===== src/verilog/vdrp_pkg.sv =====
// Functional notes
// - Transfer pin at row strobe fall: high means access, low means transfer.
// - Eight row bits at row fall, eight column bits at column fall.
// - Write pin low at row fall selects masked write, high for normal.
// - Mask returns to all ones; fresh mask is given each masked write.
// - Controller refreshes all 256 rows within every 4 ms.
// - Transfer pin held high at row fall for both refresh kinds.
// - Array-to-buffer completes by raising transfer pin while strobes low.
package vdrp_pkg;
   localparam int          CLK_HZ          = 20000000;
   localparam int          REFRESH_MS      = 4;
   localparam int          REFRESH_ROWS    = 256;
   localparam longint      REFRESH_CYCLES  =
      (longint'(CLK_HZ) / 1000 * REFRESH_MS) / REFRESH_ROWS;
   localparam int          ADDR_W          = 8;
   localparam int          DATA_W          = 4;
   localparam int          FIFO_DEPTH      = 16;
   localparam logic [3:0]  MASK_RESET      = 4'hf;
   localparam int          PHASE_CYCLES    = 2;
   localparam int          SHIFT_HALF      = 1;
   // Command codes
   localparam logic [2:0]  CMD_READ        = 3'h0;
   localparam logic [2:0]  CMD_WRITE       = 3'h1;
   localparam logic [2:0]  CMD_MWRITE      = 3'h2;
   localparam logic [2:0]  CMD_XFER_RD     = 3'h3;
   localparam logic [2:0]  CMD_XFER_WR     = 3'h4;
   localparam logic [2:0]  CMD_SER_IN      = 3'h5;
   localparam logic [2:0]  CMD_ROW_REF     = 3'h6;
   localparam logic [2:0]  CMD_CBR_REF     = 3'h7;
   typedef enum logic [2:0]
   {
      VDRP_IDLE  = 3'b000,
      VDRP_ROW   = 3'b001,
      VDRP_COLAD = 3'b011,
      VDRP_COL   = 3'b010,
      VDRP_DONE  = 3'b110,
      VDRP_PRE   = 3'b111,
      VDRP_CBR   = 3'b101
   } vdrp_state_t;
endpackage : vdrp_pkg


===== src/verilog/vdrp_fifo.sv =====
`timescale 1ns/1ps
module vdrp_fifo
   import vdrp_pkg::*;
#(
   parameter int WIDTH = 4,
   parameter int DEPTH = 16
)
(
   input  wire logic             mclk,
   input  wire logic             rst,
   input  wire logic             ce,
   input  wire logic             inValid,
   output      logic             inReady,
   input  wire logic [WIDTH-1:0] inData,
   output      logic             outValid,
   input  wire logic             outReady,
   output      logic [WIDTH-1:0] outData
);
   localparam int AW = $clog2(DEPTH);
   logic [WIDTH-1:0] mem [DEPTH];
   logic [AW-1:0]    wrPtr_r;
   logic [AW-1:0]    rdPtr_r;
   logic [AW:0]      count_r;
   wire              doWr = inValid && inReady && ce;
   wire              doRd = outValid && outReady && ce;
   assign inReady  = (count_r != (AW+1)'(DEPTH));
   assign outValid = (count_r != '0);
   assign outData  = mem[rdPtr_r];
   always_ff @(posedge mclk)
   begin
      if (doWr)
         mem[wrPtr_r] <= inData;
   end
   always_ff @(posedge mclk)
   begin
      if (rst)
      begin
         wrPtr_r <= '0;
         rdPtr_r <= '0;
         count_r <= '0;
      end
      else if (ce)
      begin
         if (doWr)
            wrPtr_r <= wrPtr_r + 1'b1;
         if (doRd)
            rdPtr_r <= rdPtr_r + 1'b1;
         if (doWr && !doRd)
            count_r <= count_r + 1'b1;
         else if (doRd && !doWr)
            count_r <= count_r - 1'b1;
      end
   end
endmodule : vdrp_fifo


===== src/verilog/vdrp_refresh_timer.sv =====
`timescale 1ns/1ps
module vdrp_refresh_timer
   import vdrp_pkg::*;
#(
   parameter int INTERVAL = int'(REFRESH_CYCLES)
)
(
   input  wire logic mclk,
   input  wire logic rst,
   input  wire logic ce,
   input  wire logic served,
   output      logic due
);
   logic [15:0] cnt_r;
   logic        due_r;
   assign due = due_r;
   // Set wins over the clear when both land together
   always_ff @(posedge mclk)
   begin
      if (rst)
      begin
         cnt_r <= '0;
         due_r <= 1'b0;
      end
      else if (ce)
      begin
         if (cnt_r == 16'(INTERVAL - 1))
         begin
            cnt_r <= '0;
            due_r <= 1'b1;
         end
         else
         begin
            cnt_r <= cnt_r + 16'h1;
            if (served)
               due_r <= 1'b0;
         end
      end
   end
endmodule : vdrp_refresh_timer


===== src/verilog/vdrp_host.sv =====
`timescale 1ns/1ps
module vdrp_host
   import vdrp_pkg::*;
#(
   parameter int REF_INTERVAL = int'(REFRESH_CYCLES)
)
(
   input  wire logic              mclk,
   input  wire logic              rst,
   input  wire logic              ce,
   input  wire logic              cmdValid,
   output      logic              cmdReady,
   input  wire logic [2:0]        cmdOp,
   input  wire logic [ADDR_W-1:0] cmdRow,
   input  wire logic [ADDR_W-1:0] cmdCol,
   input  wire logic [DATA_W-1:0] cmdData,
   input  wire logic [DATA_W-1:0] cmdMask,
   input  wire logic              cmdPage,
   output      logic              rdValid,
   output      logic [DATA_W-1:0] rdData,
   input  wire logic              serInValid,
   output      logic              serInReady,
   input  wire logic [DATA_W-1:0] serInData,
   input  wire logic              serOutReady,
   output      logic              serOutValid,
   output      logic [DATA_W-1:0] serOutData,
   output      logic              serialIsInput,
   output      logic              row_strobe_n,
   output      logic              col_strobe_n,
   output      logic              transfer_output_enable_n,
   output      logic              mask_write_enable_n,
   output      logic [ADDR_W-1:0] mux_addr,
   input  wire logic [DATA_W-1:0] rand_data_in,
   output      logic [DATA_W-1:0] rand_data_out,
   output      logic              rand_data_oe,
   output      logic              shift_clock,
   output      logic              shift_port_gate_n,
   input  wire logic [DATA_W-1:0] shift_data_in,
   output      logic [DATA_W-1:0] shift_data_out,
   output      logic              shift_data_oe
);
   vdrp_state_t       state_r;
   vdrp_state_t       state_nxt;
   logic [2:0]        op_r;
   logic [ADDR_W-1:0] row_r;
   logic [ADDR_W-1:0] col_r;
   logic [DATA_W-1:0] data_r;
   logic [DATA_W-1:0] mask_r;
   logic              page_r;
   logic [3:0]        tmr_r;
   logic              rasN_r;
   logic              casN_r;
   logic              trN_r;
   logic              weN_r;
   logic [ADDR_W-1:0] addr_r;
   logic [DATA_W-1:0] dqOut_r;
   logic              dqOe_r;
   logic              rdValid_r;
   logic [DATA_W-1:0] rdData_r;
   logic              ready_r;
   logic              serIn_r;
   logic              sc_r;
   logic              seN_r;
   logic [DATA_W-1:0] sdqOut_r;
   logic              sdqOe_r;
   logic [DATA_W-1:0] dqSync1_r;
   logic [DATA_W-1:0] dqSync2_r;
   logic [DATA_W-1:0] sdqSync1_r;
   logic [DATA_W-1:0] sdqSync2_r;
   logic [1:0]        scTmr_r;
   logic              refDue;
   logic              refServed;
   logic              txValid;
   logic              txReady;
   logic [DATA_W-1:0] txData;
   logic              rxReady;

   function automatic logic isWriteOp(input logic [2:0] op);
      isWriteOp = (op == CMD_WRITE) || (op == CMD_MWRITE);
   endfunction : isWriteOp

   function automatic logic isXferOp(input logic [2:0] op);
      isXferOp = (op == CMD_XFER_RD) || (op == CMD_XFER_WR) ||
                 (op == CMD_SER_IN);
   endfunction : isXferOp

   wire phaseDone  = (tmr_r == 4'(PHASE_CYCLES - 1));
   // A raised ready is always honoured; a due refresh waits one command
   wire startCmd   = cmdValid && ready_r;
   wire startRef   = refDue && (state_r == VDRP_IDLE) && !startCmd;
   // Command fields as seen on the edge that opens a phase
   wire [2:0]        opNow   = (state_r == VDRP_IDLE) ? cmdOp : op_r;
   wire [ADDR_W-1:0] rowNow  = (state_r == VDRP_IDLE) ? cmdRow : row_r;
   wire [DATA_W-1:0] maskNow = (state_r == VDRP_IDLE) ? cmdMask : mask_r;
   wire [ADDR_W-1:0] colNow  = (state_r == VDRP_DONE) ? cmdCol : col_r;
   wire [DATA_W-1:0] dataNow = (state_r == VDRP_DONE) ? cmdData : data_r;
   wire rxFlush    = (state_r == VDRP_PRE) && (op_r == CMD_XFER_RD);
   wire pageGo     = cmdValid && page_r && (cmdOp == op_r) &&
                     !isXferOp(cmdOp) && (cmdRow == row_r) && !refDue;
   wire needsCol   = (op_r != CMD_ROW_REF);
   wire scRise     = (scTmr_r == 2'(SHIFT_HALF)) && !sc_r && !seN_r;
   wire serialBusy = (state_r != VDRP_IDLE) && isXferOp(op_r);
   // Serial shift pauses around every transfer cycle
   wire serialRun  = !serialBusy &&
                     (serIn_r ? txValid : rxReady);
   assign refServed = (state_r == VDRP_PRE) &&
                      (op_r == CMD_ROW_REF || op_r == CMD_CBR_REF);

   always_comb
   begin
      state_nxt = state_r;
      case (state_r)
         VDRP_IDLE:
            if (startRef || startCmd)
               state_nxt = (startRef) ? VDRP_CBR : VDRP_ROW;
         VDRP_ROW:
            if (phaseDone)
               state_nxt = needsCol ? VDRP_COLAD : VDRP_DONE;
         VDRP_COLAD:
            if (phaseDone)
               state_nxt = VDRP_COL;
         VDRP_COL:
            if (phaseDone)
               state_nxt = VDRP_DONE;
         VDRP_DONE:
            if (phaseDone)
               state_nxt = pageGo ? VDRP_COLAD : VDRP_PRE;
         VDRP_PRE:
            if (phaseDone)
               state_nxt = VDRP_IDLE;
         VDRP_CBR:
            if (phaseDone)
               state_nxt = VDRP_DONE;
         default:
            state_nxt = VDRP_IDLE;
      endcase
   end

   always_ff @(posedge mclk)
   begin
      if (rst)
      begin
         state_r <= VDRP_IDLE;
         tmr_r   <= '0;
      end
      else if (ce)
      begin
         state_r <= state_nxt;
         tmr_r   <= (state_nxt != state_r) ? 4'h0 : tmr_r + 4'h1;
      end
   end

   always_ff @(posedge mclk)
   begin
      if (rst)
      begin
         op_r   <= CMD_READ;
         row_r  <= '0;
         col_r  <= '0;
         data_r <= '0;
         mask_r <= MASK_RESET;
         page_r <= 1'b0;
      end
      else if (ce)
      begin
         if (state_r == VDRP_IDLE && startRef)
            op_r <= CMD_CBR_REF;
         else if ((state_r == VDRP_IDLE && startCmd) ||
                  (state_r == VDRP_DONE && phaseDone && pageGo))
         begin
            op_r   <= cmdOp;
            row_r  <= cmdRow;
            col_r  <= cmdCol;
            data_r <= cmdData;
            mask_r <= cmdMask;
            page_r <= cmdPage;
         end
      end
   end

   // Pin drive per phase
   always_ff @(posedge mclk)
   begin
      if (rst)
      begin
         rasN_r  <= 1'b1;
         casN_r  <= 1'b1;
         trN_r   <= 1'b1;
         weN_r   <= 1'b1;
         addr_r  <= '0;
         dqOut_r <= '0;
         dqOe_r  <= 1'b0;
      end
      else if (ce)
      begin
         case (state_nxt)
            VDRP_ROW:
            begin
               addr_r  <= rowNow;
               trN_r   <= !isXferOp(opNow);
               weN_r   <= !((opNow == CMD_MWRITE) ||
                           (opNow == CMD_XFER_WR) ||
                           (opNow == CMD_SER_IN));
               dqOut_r <= maskNow;
               dqOe_r  <= (opNow == CMD_MWRITE);
               rasN_r  <= !(tmr_r == 4'h0 && state_r == VDRP_ROW);
            end
            VDRP_COLAD:
            begin
               rasN_r  <= 1'b0;
               casN_r  <= 1'b1;
               addr_r  <= colNow;
               trN_r   <= !isXferOp(op_r) || (op_r == CMD_XFER_RD);
               weN_r   <= !isWriteOp(op_r);
               dqOut_r <= dataNow;
               dqOe_r  <= isWriteOp(op_r);
            end
            VDRP_COL:
            begin
               casN_r  <= 1'b0;
               // Read transfer holds transfer pin low to be raised later
               trN_r   <= (op_r == CMD_XFER_RD) ? 1'b0 :
                          (op_r == CMD_READ) ? 1'b0 : 1'b1;
            end
            VDRP_DONE:
            begin
               trN_r   <= 1'b1;
               dqOe_r  <= 1'b0;
               if (state_r == VDRP_CBR)
                  rasN_r <= 1'b0;
            end
            VDRP_CBR:
            begin
               casN_r  <= 1'b0;
               trN_r   <= 1'b1;
            end
            default:
            begin
               rasN_r  <= 1'b1;
               casN_r  <= 1'b1;
               trN_r   <= 1'b1;
               weN_r   <= 1'b1;
               dqOe_r  <= 1'b0;
            end
         endcase
         if (state_nxt == VDRP_ROW && state_r == VDRP_IDLE)
            rasN_r <= 1'b1;
         else if (state_r == VDRP_ROW && !phaseDone)
            rasN_r <= 1'b0;
      end
   end

   // Read data sampled from synchronised bus as the done phase opens
   always_ff @(posedge mclk)
   begin
      if (rst)
      begin
         dqSync1_r <= '0;
         dqSync2_r <= '0;
         rdValid_r <= 1'b0;
         rdData_r  <= '0;
         ready_r   <= 1'b0;
      end
      else if (ce)
      begin
         dqSync1_r <= rand_data_in;
         dqSync2_r <= dqSync1_r;
         rdValid_r <= (state_r == VDRP_DONE) && (tmr_r == 4'h0) &&
                      (op_r == CMD_READ);
         if ((state_r == VDRP_DONE) && (tmr_r == 4'h0))
            rdData_r <= dqSync2_r;
         ready_r   <= (state_nxt == VDRP_IDLE) && !refDue &&
                      !(cmdValid && ready_r);
      end
   end

   // Serial side: mode, shift clock and data
   always_ff @(posedge mclk)
   begin
      if (rst)
      begin
         serIn_r    <= 1'b0;
         sc_r       <= 1'b0;
         scTmr_r    <= '0;
         seN_r      <= 1'b1;
         sdqOut_r   <= '0;
         sdqOe_r    <= 1'b0;
         sdqSync1_r <= '0;
         sdqSync2_r <= '0;
      end
      else if (ce)
      begin
         sdqSync1_r <= shift_data_in;
         sdqSync2_r <= sdqSync1_r;
         if (state_r == VDRP_PRE && op_r == CMD_XFER_RD)
            serIn_r <= 1'b0;
         else if (state_r == VDRP_PRE &&
                  (op_r == CMD_XFER_WR || op_r == CMD_SER_IN))
            serIn_r <= 1'b1;
         if (state_nxt == VDRP_ROW && isXferOp(opNow))
            seN_r <= (opNow == CMD_SER_IN);
         else if (serialRun)
            seN_r <= 1'b0;
         else if (!serialBusy && serIn_r)
            seN_r <= 1'b1;
         sdqOe_r <= serIn_r && serialRun;
         // Next word settles while the shift clock is low
         if (!sc_r)
            sdqOut_r <= txData;
         if (serialRun)
         begin
            scTmr_r <= scTmr_r + 2'h1;
            if (scRise)
            begin
               sc_r     <= 1'b1;
               scTmr_r  <= '0;
            end
            else if (scTmr_r == 2'(SHIFT_HALF))
            begin
               sc_r    <= 1'b0;
               scTmr_r <= '0;
            end
         end
         else
            sc_r <= 1'b0;
      end
   end

   // One word each shift clock rise; four bits per row lane
   assign txReady = serialRun && serIn_r && scRise;

   vdrp_fifo #(
      .WIDTH (DATA_W),
      .DEPTH (FIFO_DEPTH)
   ) u_txFifo (
      .mclk     (mclk),
      .rst      (rst),
      .ce       (ce),
      .inValid  (serInValid),
      .inReady  (serInReady),
      .inData   (serInData),
      .outValid (txValid),
      .outReady (txReady),
      .outData  (txData)
   );

   vdrp_fifo #(
      .WIDTH (DATA_W),
      .DEPTH (FIFO_DEPTH)
   ) u_rxFifo (
      .mclk     (mclk),
      .rst      (rst || rxFlush),
      .ce       (ce),
      .inValid  (!serIn_r && serialRun && scRise),
      .inReady  (rxReady),
      .inData   (sdqSync2_r),
      .outValid (serOutValid),
      .outReady (serOutReady),
      .outData  (serOutData)
   );

   vdrp_refresh_timer #(
      .INTERVAL (REF_INTERVAL)
   ) u_refTimer (
      .mclk   (mclk),
      .rst    (rst),
      .ce     (ce),
      .served (refServed),
      .due    (refDue)
   );

   assign cmdReady                 = ready_r;
   assign rdValid                  = rdValid_r;
   assign rdData                   = rdData_r;
   assign serialIsInput            = serIn_r;
   assign row_strobe_n             = rasN_r;
   assign col_strobe_n             = casN_r;
   assign transfer_output_enable_n = trN_r;
   assign mask_write_enable_n      = weN_r;
   assign mux_addr                 = addr_r;
   assign rand_data_out            = dqOut_r;
   assign rand_data_oe             = dqOe_r;
   assign shift_clock              = sc_r;
   assign shift_port_gate_n        = seN_r;
   assign shift_data_out           = sdqOut_r;
   assign shift_data_oe            = sdqOe_r;
endmodule : vdrp_host


===== config.mk =====
export PLATFORM = sky130hd
export DESIGN_NAME = vdrp_host
export DESIGN_NICKNAME = d
export VERILOG_FILES = /design/src/verilog/vdrp_pkg.sv /design/src/verilog/vdrp_fifo.sv /design/src/verilog/vdrp_refresh_timer.sv /design/src/verilog/vdrp_host.sv
export SDC_FILE = /design/constraint.sdc
export NUM_CORES = 1
export LEC_CHECK = 0
export BUFFER_PORTS_ARGS = -buffer_cell sky130_fd_sc_hd__buf_2
export CAP_MARGIN = 15
export CORE_MARGIN = 2
export CORE_UTILIZATION = 43
export CTS_BUF_LIST = sky130_fd_sc_hd__clkbuf_2 sky130_fd_sc_hd__clkbuf_4 sky130_fd_sc_hd__clkbuf_8
export DETAILED_ROUTE_END_ITERATION = 7
export GPL_ROUTABILITY_DRIVEN = 0
export PLACE_DENSITY_LB_ADDON = 0.12
export SYNTH_ARGS = -nofsm -noshare
export SYNTH_HDL_FRONTEND = slang
export SYNTH_SLANG_ARGS = --single-unit

===== constraint.sdc =====
create_clock -name mclk -period 4.5 [get_ports mclk]
set_clock_uncertainty 0.1 [all_clocks]
set_input_delay 0.225 -clock mclk [delete_from_list [all_inputs] [get_ports mclk]]
set_output_delay 0.225 -clock mclk [all_outputs]
set_load 0.01 [all_outputs]

# Word-level counts from Yosys, hierarchy flattened
# Memories as Yosys holds them, arrays and structs flattened. A register that Yosys moved wholly into a read port is not among the register bits.
# Index checks and enable logic that the tools add are counted.
# Widths: inputs -> output; s select.
# classes
n_addsub	11
n_eq_ne	37
mux	54
bitwise	5
reduce_logical	114
# ops
cell	count
$logic_and 1x1->1	44
$eq 3x3->1 const B	13
$mux 3	12
$reduce_and 2->1	18
$eq 3x2->1 const B	9
$add 4x1->4 const B	5
$mux 1	20
$mux 4	5
$mux 5	4
$pmux 3 s6	1
$logic_not 1->1	17
$add 16x1->16 const B	1
$eq 16x9->1 const B	1
$mux 16	1
$mux 8	2
$pmux 8 s2	1
$logic_or 1x1->1	15
$reduce_bool 2->1	6
$add 5x1->5 const B	2
$ne 5x5->1 const B	2
$reduce_bool 5->1	2
$sub 5x1->5 const B	2
$eq 3x1->1 const B	3
$logic_not 3->1	3
other kinds (21)	32
# word_totals
regBits	123
mem_bits_rw	128
word_cells	258
memories	2
# memory_table
name	words	width	rd	rd_clocked_by_memory_dff	write_ports	line_no	source
u_rxFifo.mem	16	4	1	1	1	vdrp_fifo.sv:20	logic [WIDTH-1:0] mem [DEPTH];
u_txFifo.mem	16	4	1	1	1	vdrp_fifo.sv:20	

# Depth between registers and ports, before layout
# logic_depth
depth_word	15
mapped_depth	15

# Hierarchy
# From an unflattened synthesis, not the netlist that was laid out.
# unflattened
hier_cells	949
area_unflattened_um2	11718.7
# modules_own_cells
module	n_inst	cells_per_inst	area_per_inst_um2	seq_area_each_um2
vdrp_host	1	438	4127.7	1681.6
vdrp_fifo (u_txFifo)	1	211	3390.8	2262.2
vdrp_fifo (u_rxFifo)	1	212	3370.7	2262.2
vdrp_refresh_timer	1	88	829.5	340.3

# Worst setup path before layout
# Ideal clock, no wire load.
# synth_timing
path_type	reg2reg
startpoint	register state_r[0]
endpoint	register u_txFifo.count_r[4]
setup_time_ns	0.128
arrival_time_ns	3.105
t_required_ns	4.272
setup_slack_ns	1.167
path_stages_with_launch	16
n_path_buf	2
period_less_slack_ns	3.333
path_cell_list	dfxtp_1 > clkbuf_1 > or3_1 > clkbuf_1 > o21a_1 > nor3_1 > inv_1 > ha_1 > inv_1 > ha_1 > nor2b_1 > o21a_1 > o21a_1 > o21ai_0 > xor2_1 > nor2_1
# synth_via
elab_chain_cells	12
# synth_lines
item	line_no	source
start, declared	vdrp_host.sv:42	vdrp_state_t state_r;
start signal, assigned	vdrp_host.sv:148	state_r <= state_nxt;
$reduce_bool 3->1 (*)	vdrp_host.sv:102	wire serialBusy = (state_r != VDRP_IDLE) && isXferOp(op_r);
$logic_and 1x1->1 (*)	vdrp_host.sv:102	
$logic_not 1->1 (*)	vdrp_host.sv:104	wire serialRun = !serialBusy &&
$logic_and 1x1->1 (*)	vdrp_host.sv:104	
$logic_and 1x1->1 (*) (2 in series)	vdrp_host.sv:330	assign txReady = serialRun && serIn_r && scRise;
$logic_and 1x1->1 (*) (2 in series)	vdrp_fifo.sv:25	wire doRd = outValid && outReady && ce;
$logic_not 1->1	vdrp_fifo.sv:48	if (doWr && !doRd)
$logic_and 1x1->1	vdrp_fifo.sv:48	
$reduce_bool 2->1 (no line)	--	
$reduce_and 2->1 (no line)	--	
end signal, assigned	vdrp_fifo.sv:49	count_r <= count_r + 1'b1;
end signal, assigned	vdrp_fifo.sv:51	count_r <= count_r - 1'b1;
end, declared	vdrp_fifo.sv:23	logic [AW:0] count_r;
# Mark *: on every way between the ends. The rest lies on a longest branch, timed or not.
# A chain may end at the register's enable or synchronous reset.

# Worst setup path in the final report
# layout_timing
startpoint	register state_r[1]
endpoint	register u_txFifo.count_r[4]
# The elaborated chain is that of the path after synthesis.

==> impl_metrics.json <==
{
  "ctsHoldBuffers": 43,
  "hold_viol": 0,
  "start_kind": "flop",
  "crit_fanout": 18,
  "slowest_delay_ps": 530,
  "grt_pass1_vias": 7807,
  "tns_ps": 0,
  "reg2reg_depth": 14,
  "rsz0062_at_grt": "no",
  "r2r_setup_slack_ps": 1080,
  "fin_crit_sh_pct": 75.9,
  "synthArstFlopShare_pct": 0,
  "grt_overflow": 0,
  "cts_tree": "done",
  "yosysTopAreaCell": "edfxtp_1",
  "worstHoldPathCells": 4,
  "nNetsFinal": 1195,
  "cts_setup_buffers": 0,
  "clk_pin_slew_worst_paths_ps": 60,
  "path_class": "reg -> reg",
  "stdcell_count": 1501,
  "vdd_drop_max_v": 0.000213,
  "rows": 60,
  "initial_core_util_pct": 43.4,
  "min_from": "serOutReady",
  "io_pins": 83,
  "ys.flop_type": "dfxtp_1",
  "power.density_nw_per_um2": 373,
  "slowest_stage": "or3_1",
  "coreArea_um2": 26700,
  "postRouteAntennaNets": 0,
  "routed_wl_mm": 26.0,
  "clockBufferDepth": 3,
  "io_buffers": 82,
  "drc": 0,
  "hold_end": "u_rxFifo.rdPtr_r[1]$_SDFFE_PP0P_",
  "synth.area.top_cells": "edfxtp_1, dfxtp_1, mux4_2",
  "critPathArrivalTime_ps": 3720,
  "synth-seq-area-share_pct": 55.7,
  "postSynthCellCount": 1000,
  "synthTopCellsByCount": "dfxtp_1, edfxtp_1, nor2_1",
  "nFillCells": 2404,
  "p_comb_share_pct": 8.0,
  "tightest_slew_ps": 935,
  "cts_root_buffer": "clkbuf_8",
  "hold_path.class": "in -> reg",
  "grt_pass1_wl_mm": 41.5,
  "ys_types": 67,
  "max_slew_margin_pct": 37.6,
  "netlist_area_um2": 11600,
  "synth_edf_count": 128,
  "syn_avg_cell_area_um2": 11.6,
  "syn2layout_area_growth_pct": 17.2,
  "yosys_warnings": 0,
  "fp.dieH_um": 168,
  "dieArea_um2": 28300,
  "worstReg2RegEnd": "u_txFifo.count_r[4]$_SDFFE_PP0P_",
  "synth_top_cell_area_share_pct": 33.1,
  "clock_latency_ps": 550,
  "status": "complete, no violations",
  "drive_gt1_share_pct": 19.2,
  "cpMostUsedCell": "o21a_1",
  "maxCapViolations": 0,
  "leakagePower_nw": 4.97,
  "share_seq_of_total_power_pct": 50.5,
  "cp_num_buf_inv": 3,
  "internal_power_mw": 3.86,
  "antenna_found_initial": 0,
  "grt_usage_pct": 18.3,
  "wl_per_cell_um": 17.3,
  "die_w_um": 168,
  "r2r_start": "state_r[1]$_SDFFE_PP0P_",
  "crit_chain": "or3_1 > o21a_1 > nor3_1 > buf_4 > inv_1 > ha_1 > inv_1 > ha_1 > nor2b_1 > o21a_1 > o21a_1 > o21ai_0 > xor2_1 > nor2_1",
  "min_period_ps": 3420,
  "syn_nets": 1070,
  "vias": 7805,
  "finalSetupViolCount": 0,
  "via_per_inst": 5.20,
  "cts-resized-gates": 0,
  "seq_area_um2": 6470,
  "clock_power_share_pct": 41.6,
  "antennaDiodeCount": 0,
  "drtPass1Iterations": 4,
  "switching_power_mw": 1.22,
  "netSwitchingFraction_pct": 24.0,
  "worstPathRequired_ps": 4800,
  "grt_max_degree": 68,
  "max_freq_mhz": 293,
  "multi_input_area_um2": 4740,
  "clock-sinks": 259,
  "place_inst": 1375,
  "path_delay_family": "simple AND/OR/NAND/NOR gates",
  "worstSetupEndpointType": "flop",
  "cts_buffers": 45,
  "dp.final_hpwl_mm": 17.1,
  "yosysMostFrequentCell": "dfxtp_1",
  "drtIter0Drc": 587,
  "htreeDepth": 2,
  "maxSlewViolCount": 0,
  "ys_ff_latch": 259
}
## power by group through the flow
| stage | Clock (mW) | Sequential, mW | Combinational [mW] |
|---|---|---|---|
| final | 2.11 | 2.56 | 0.404 |
| after detailed placement | 0 | 2.61 | 0.376 |
| after CTS | 2.18 | 2.56 | 0.407 |
| after floorplan | 0 | 2.59 | 0.269 |
| after global routing | 2.27 | 2.57 | 0.448 |
| after global placement | 0 | 2.61 | 0.376 |
## worst register-to-register path, delay by kind of cell, from the launching register on
kind,cells,cell delay (ps)
compound gates,4,720
xor+xnor,1,170
fa+ha+maj,2,510
buf+inv,3,360
flops,1,480
simple gates,4,940
## logic make-up (layout without fill, tap and decap cells)
family                     count (synthesis)  in the layout  synth area share [%]
DFF                                      259            259                  55.7
xor gates and xnor gates                  47             47                  3.55
AOI/OAI and AO/OA                        117            117                  6.90
and+or+nand+nor                          347            347                  13.6
buffers and inverters                     93            253                  3.42
adders and majority gates                 24             24                  2.72
muxes                                    113            113                  14.1
## per-layer routing
metal  share of wire, %  vias to the layer above  wire (µm)  track usage (%)
met1                 49                     3751      12700             25.9
met4                1.9                        0        483             5.28
met2                 45                      155      11800             29.1
li1                   -                     3859          -                -
met3                3.9                       40       1030             3.24
met5                  0                        -          0                0
## flip-flops by register name, indices dropped and copies added, names as in the netlist, 5 cells and up, named ones only
register,flops
row_r,8
u_rxFifo.count_r,5
u_txFifo.count_r,5
mux_addr,8
col_r,8
u_refTimer.cnt_r,16
u_txFifo.mem,64
u_rxFifo.mem,64
## layout by cell type (no fill, tap or decap), types with 10 or more instances in the layout
cell type / n
dfxtp_1: 131
edfxtp_1: 128
nor2_1: 122
nand2_1: 111
buf_2: 82
mux2i_1: 71
clkbuf_8: 51
dlygate4sd3_1: 43
mux4_2: 40
a21oi_1: 34
inv_1: 29
xor2_1: 26
nand3_1: 22
ha_1: 22
xnor2_1: 21
nor3_1: 20
o21ai_0: 17
clkbuf_4: 15
buf_4: 15
nand4_1: 12
clkinv_1: 12
nand2b_1: 11
o221ai_1: 11
and3_1: 10
## worst max path at each step
| stage | start | endpoint | cells after the start |
|---|---|---|---|
| finish | state_r[1]$_SDFFE_PP0P_ | u_txFifo.count_r[4]$_SDFFE_PP0P_ | 14 |
| global route | state_r[1]$_SDFFE_PP0P_ | u_txFifo.count_r[4]$_SDFFE_PP0P_ | 14 |
| CTS | state_r[1]$_SDFFE_PP0P_ | u_txFifo.count_r[4]$_SDFFE_PP0P_ | 14 |
| detailed placement | state_r[1]$_SDFFE_PP0P_ | u_txFifo.count_r[4]$_SDFFE_PP0P_ | 14 |
| global placement | state_r[1]$_SDFFE_PP0P_ | u_txFifo.count_r[4]$_SDFFE_PP0P_ | 14 |
| floorplan | state_r[0]$_SDFFE_PP0P_ | u_txFifo.count_r[4]$_SDFFE_PP0P_ | 15 |
## area by class of cell
cell class              count  area share [%]
clock buffers              66            5.99
clock inverters            16           0.562
inverters                  31           0.856
multi-input cells         648            34.9
flip-flops and latches    259            47.6
well taps                 341            3.14
repair buffers            140            7.01
## stage by stage
step | utilization (%) | hold WS [ps] | power, mW | setup WS [ps] | cell area, µm²
after global placement | 45.9 | 343 | 2.99 | 1150 | 12300
after CTS | 50.8 | 70.7 | 5.14 | 1100 | 13600
after global routing | 50.9 | 129 | 5.28 | 766 | 13600
after floorplan | - | 224 | 2.86 | 1170 | 11600
final | 50.9 | 111 | 5.07 | 1080 | 13600
after detailed placement | 45.9 | 348 | 2.99 | 1120 | 12300
Power figures use the tool's default switching activity.
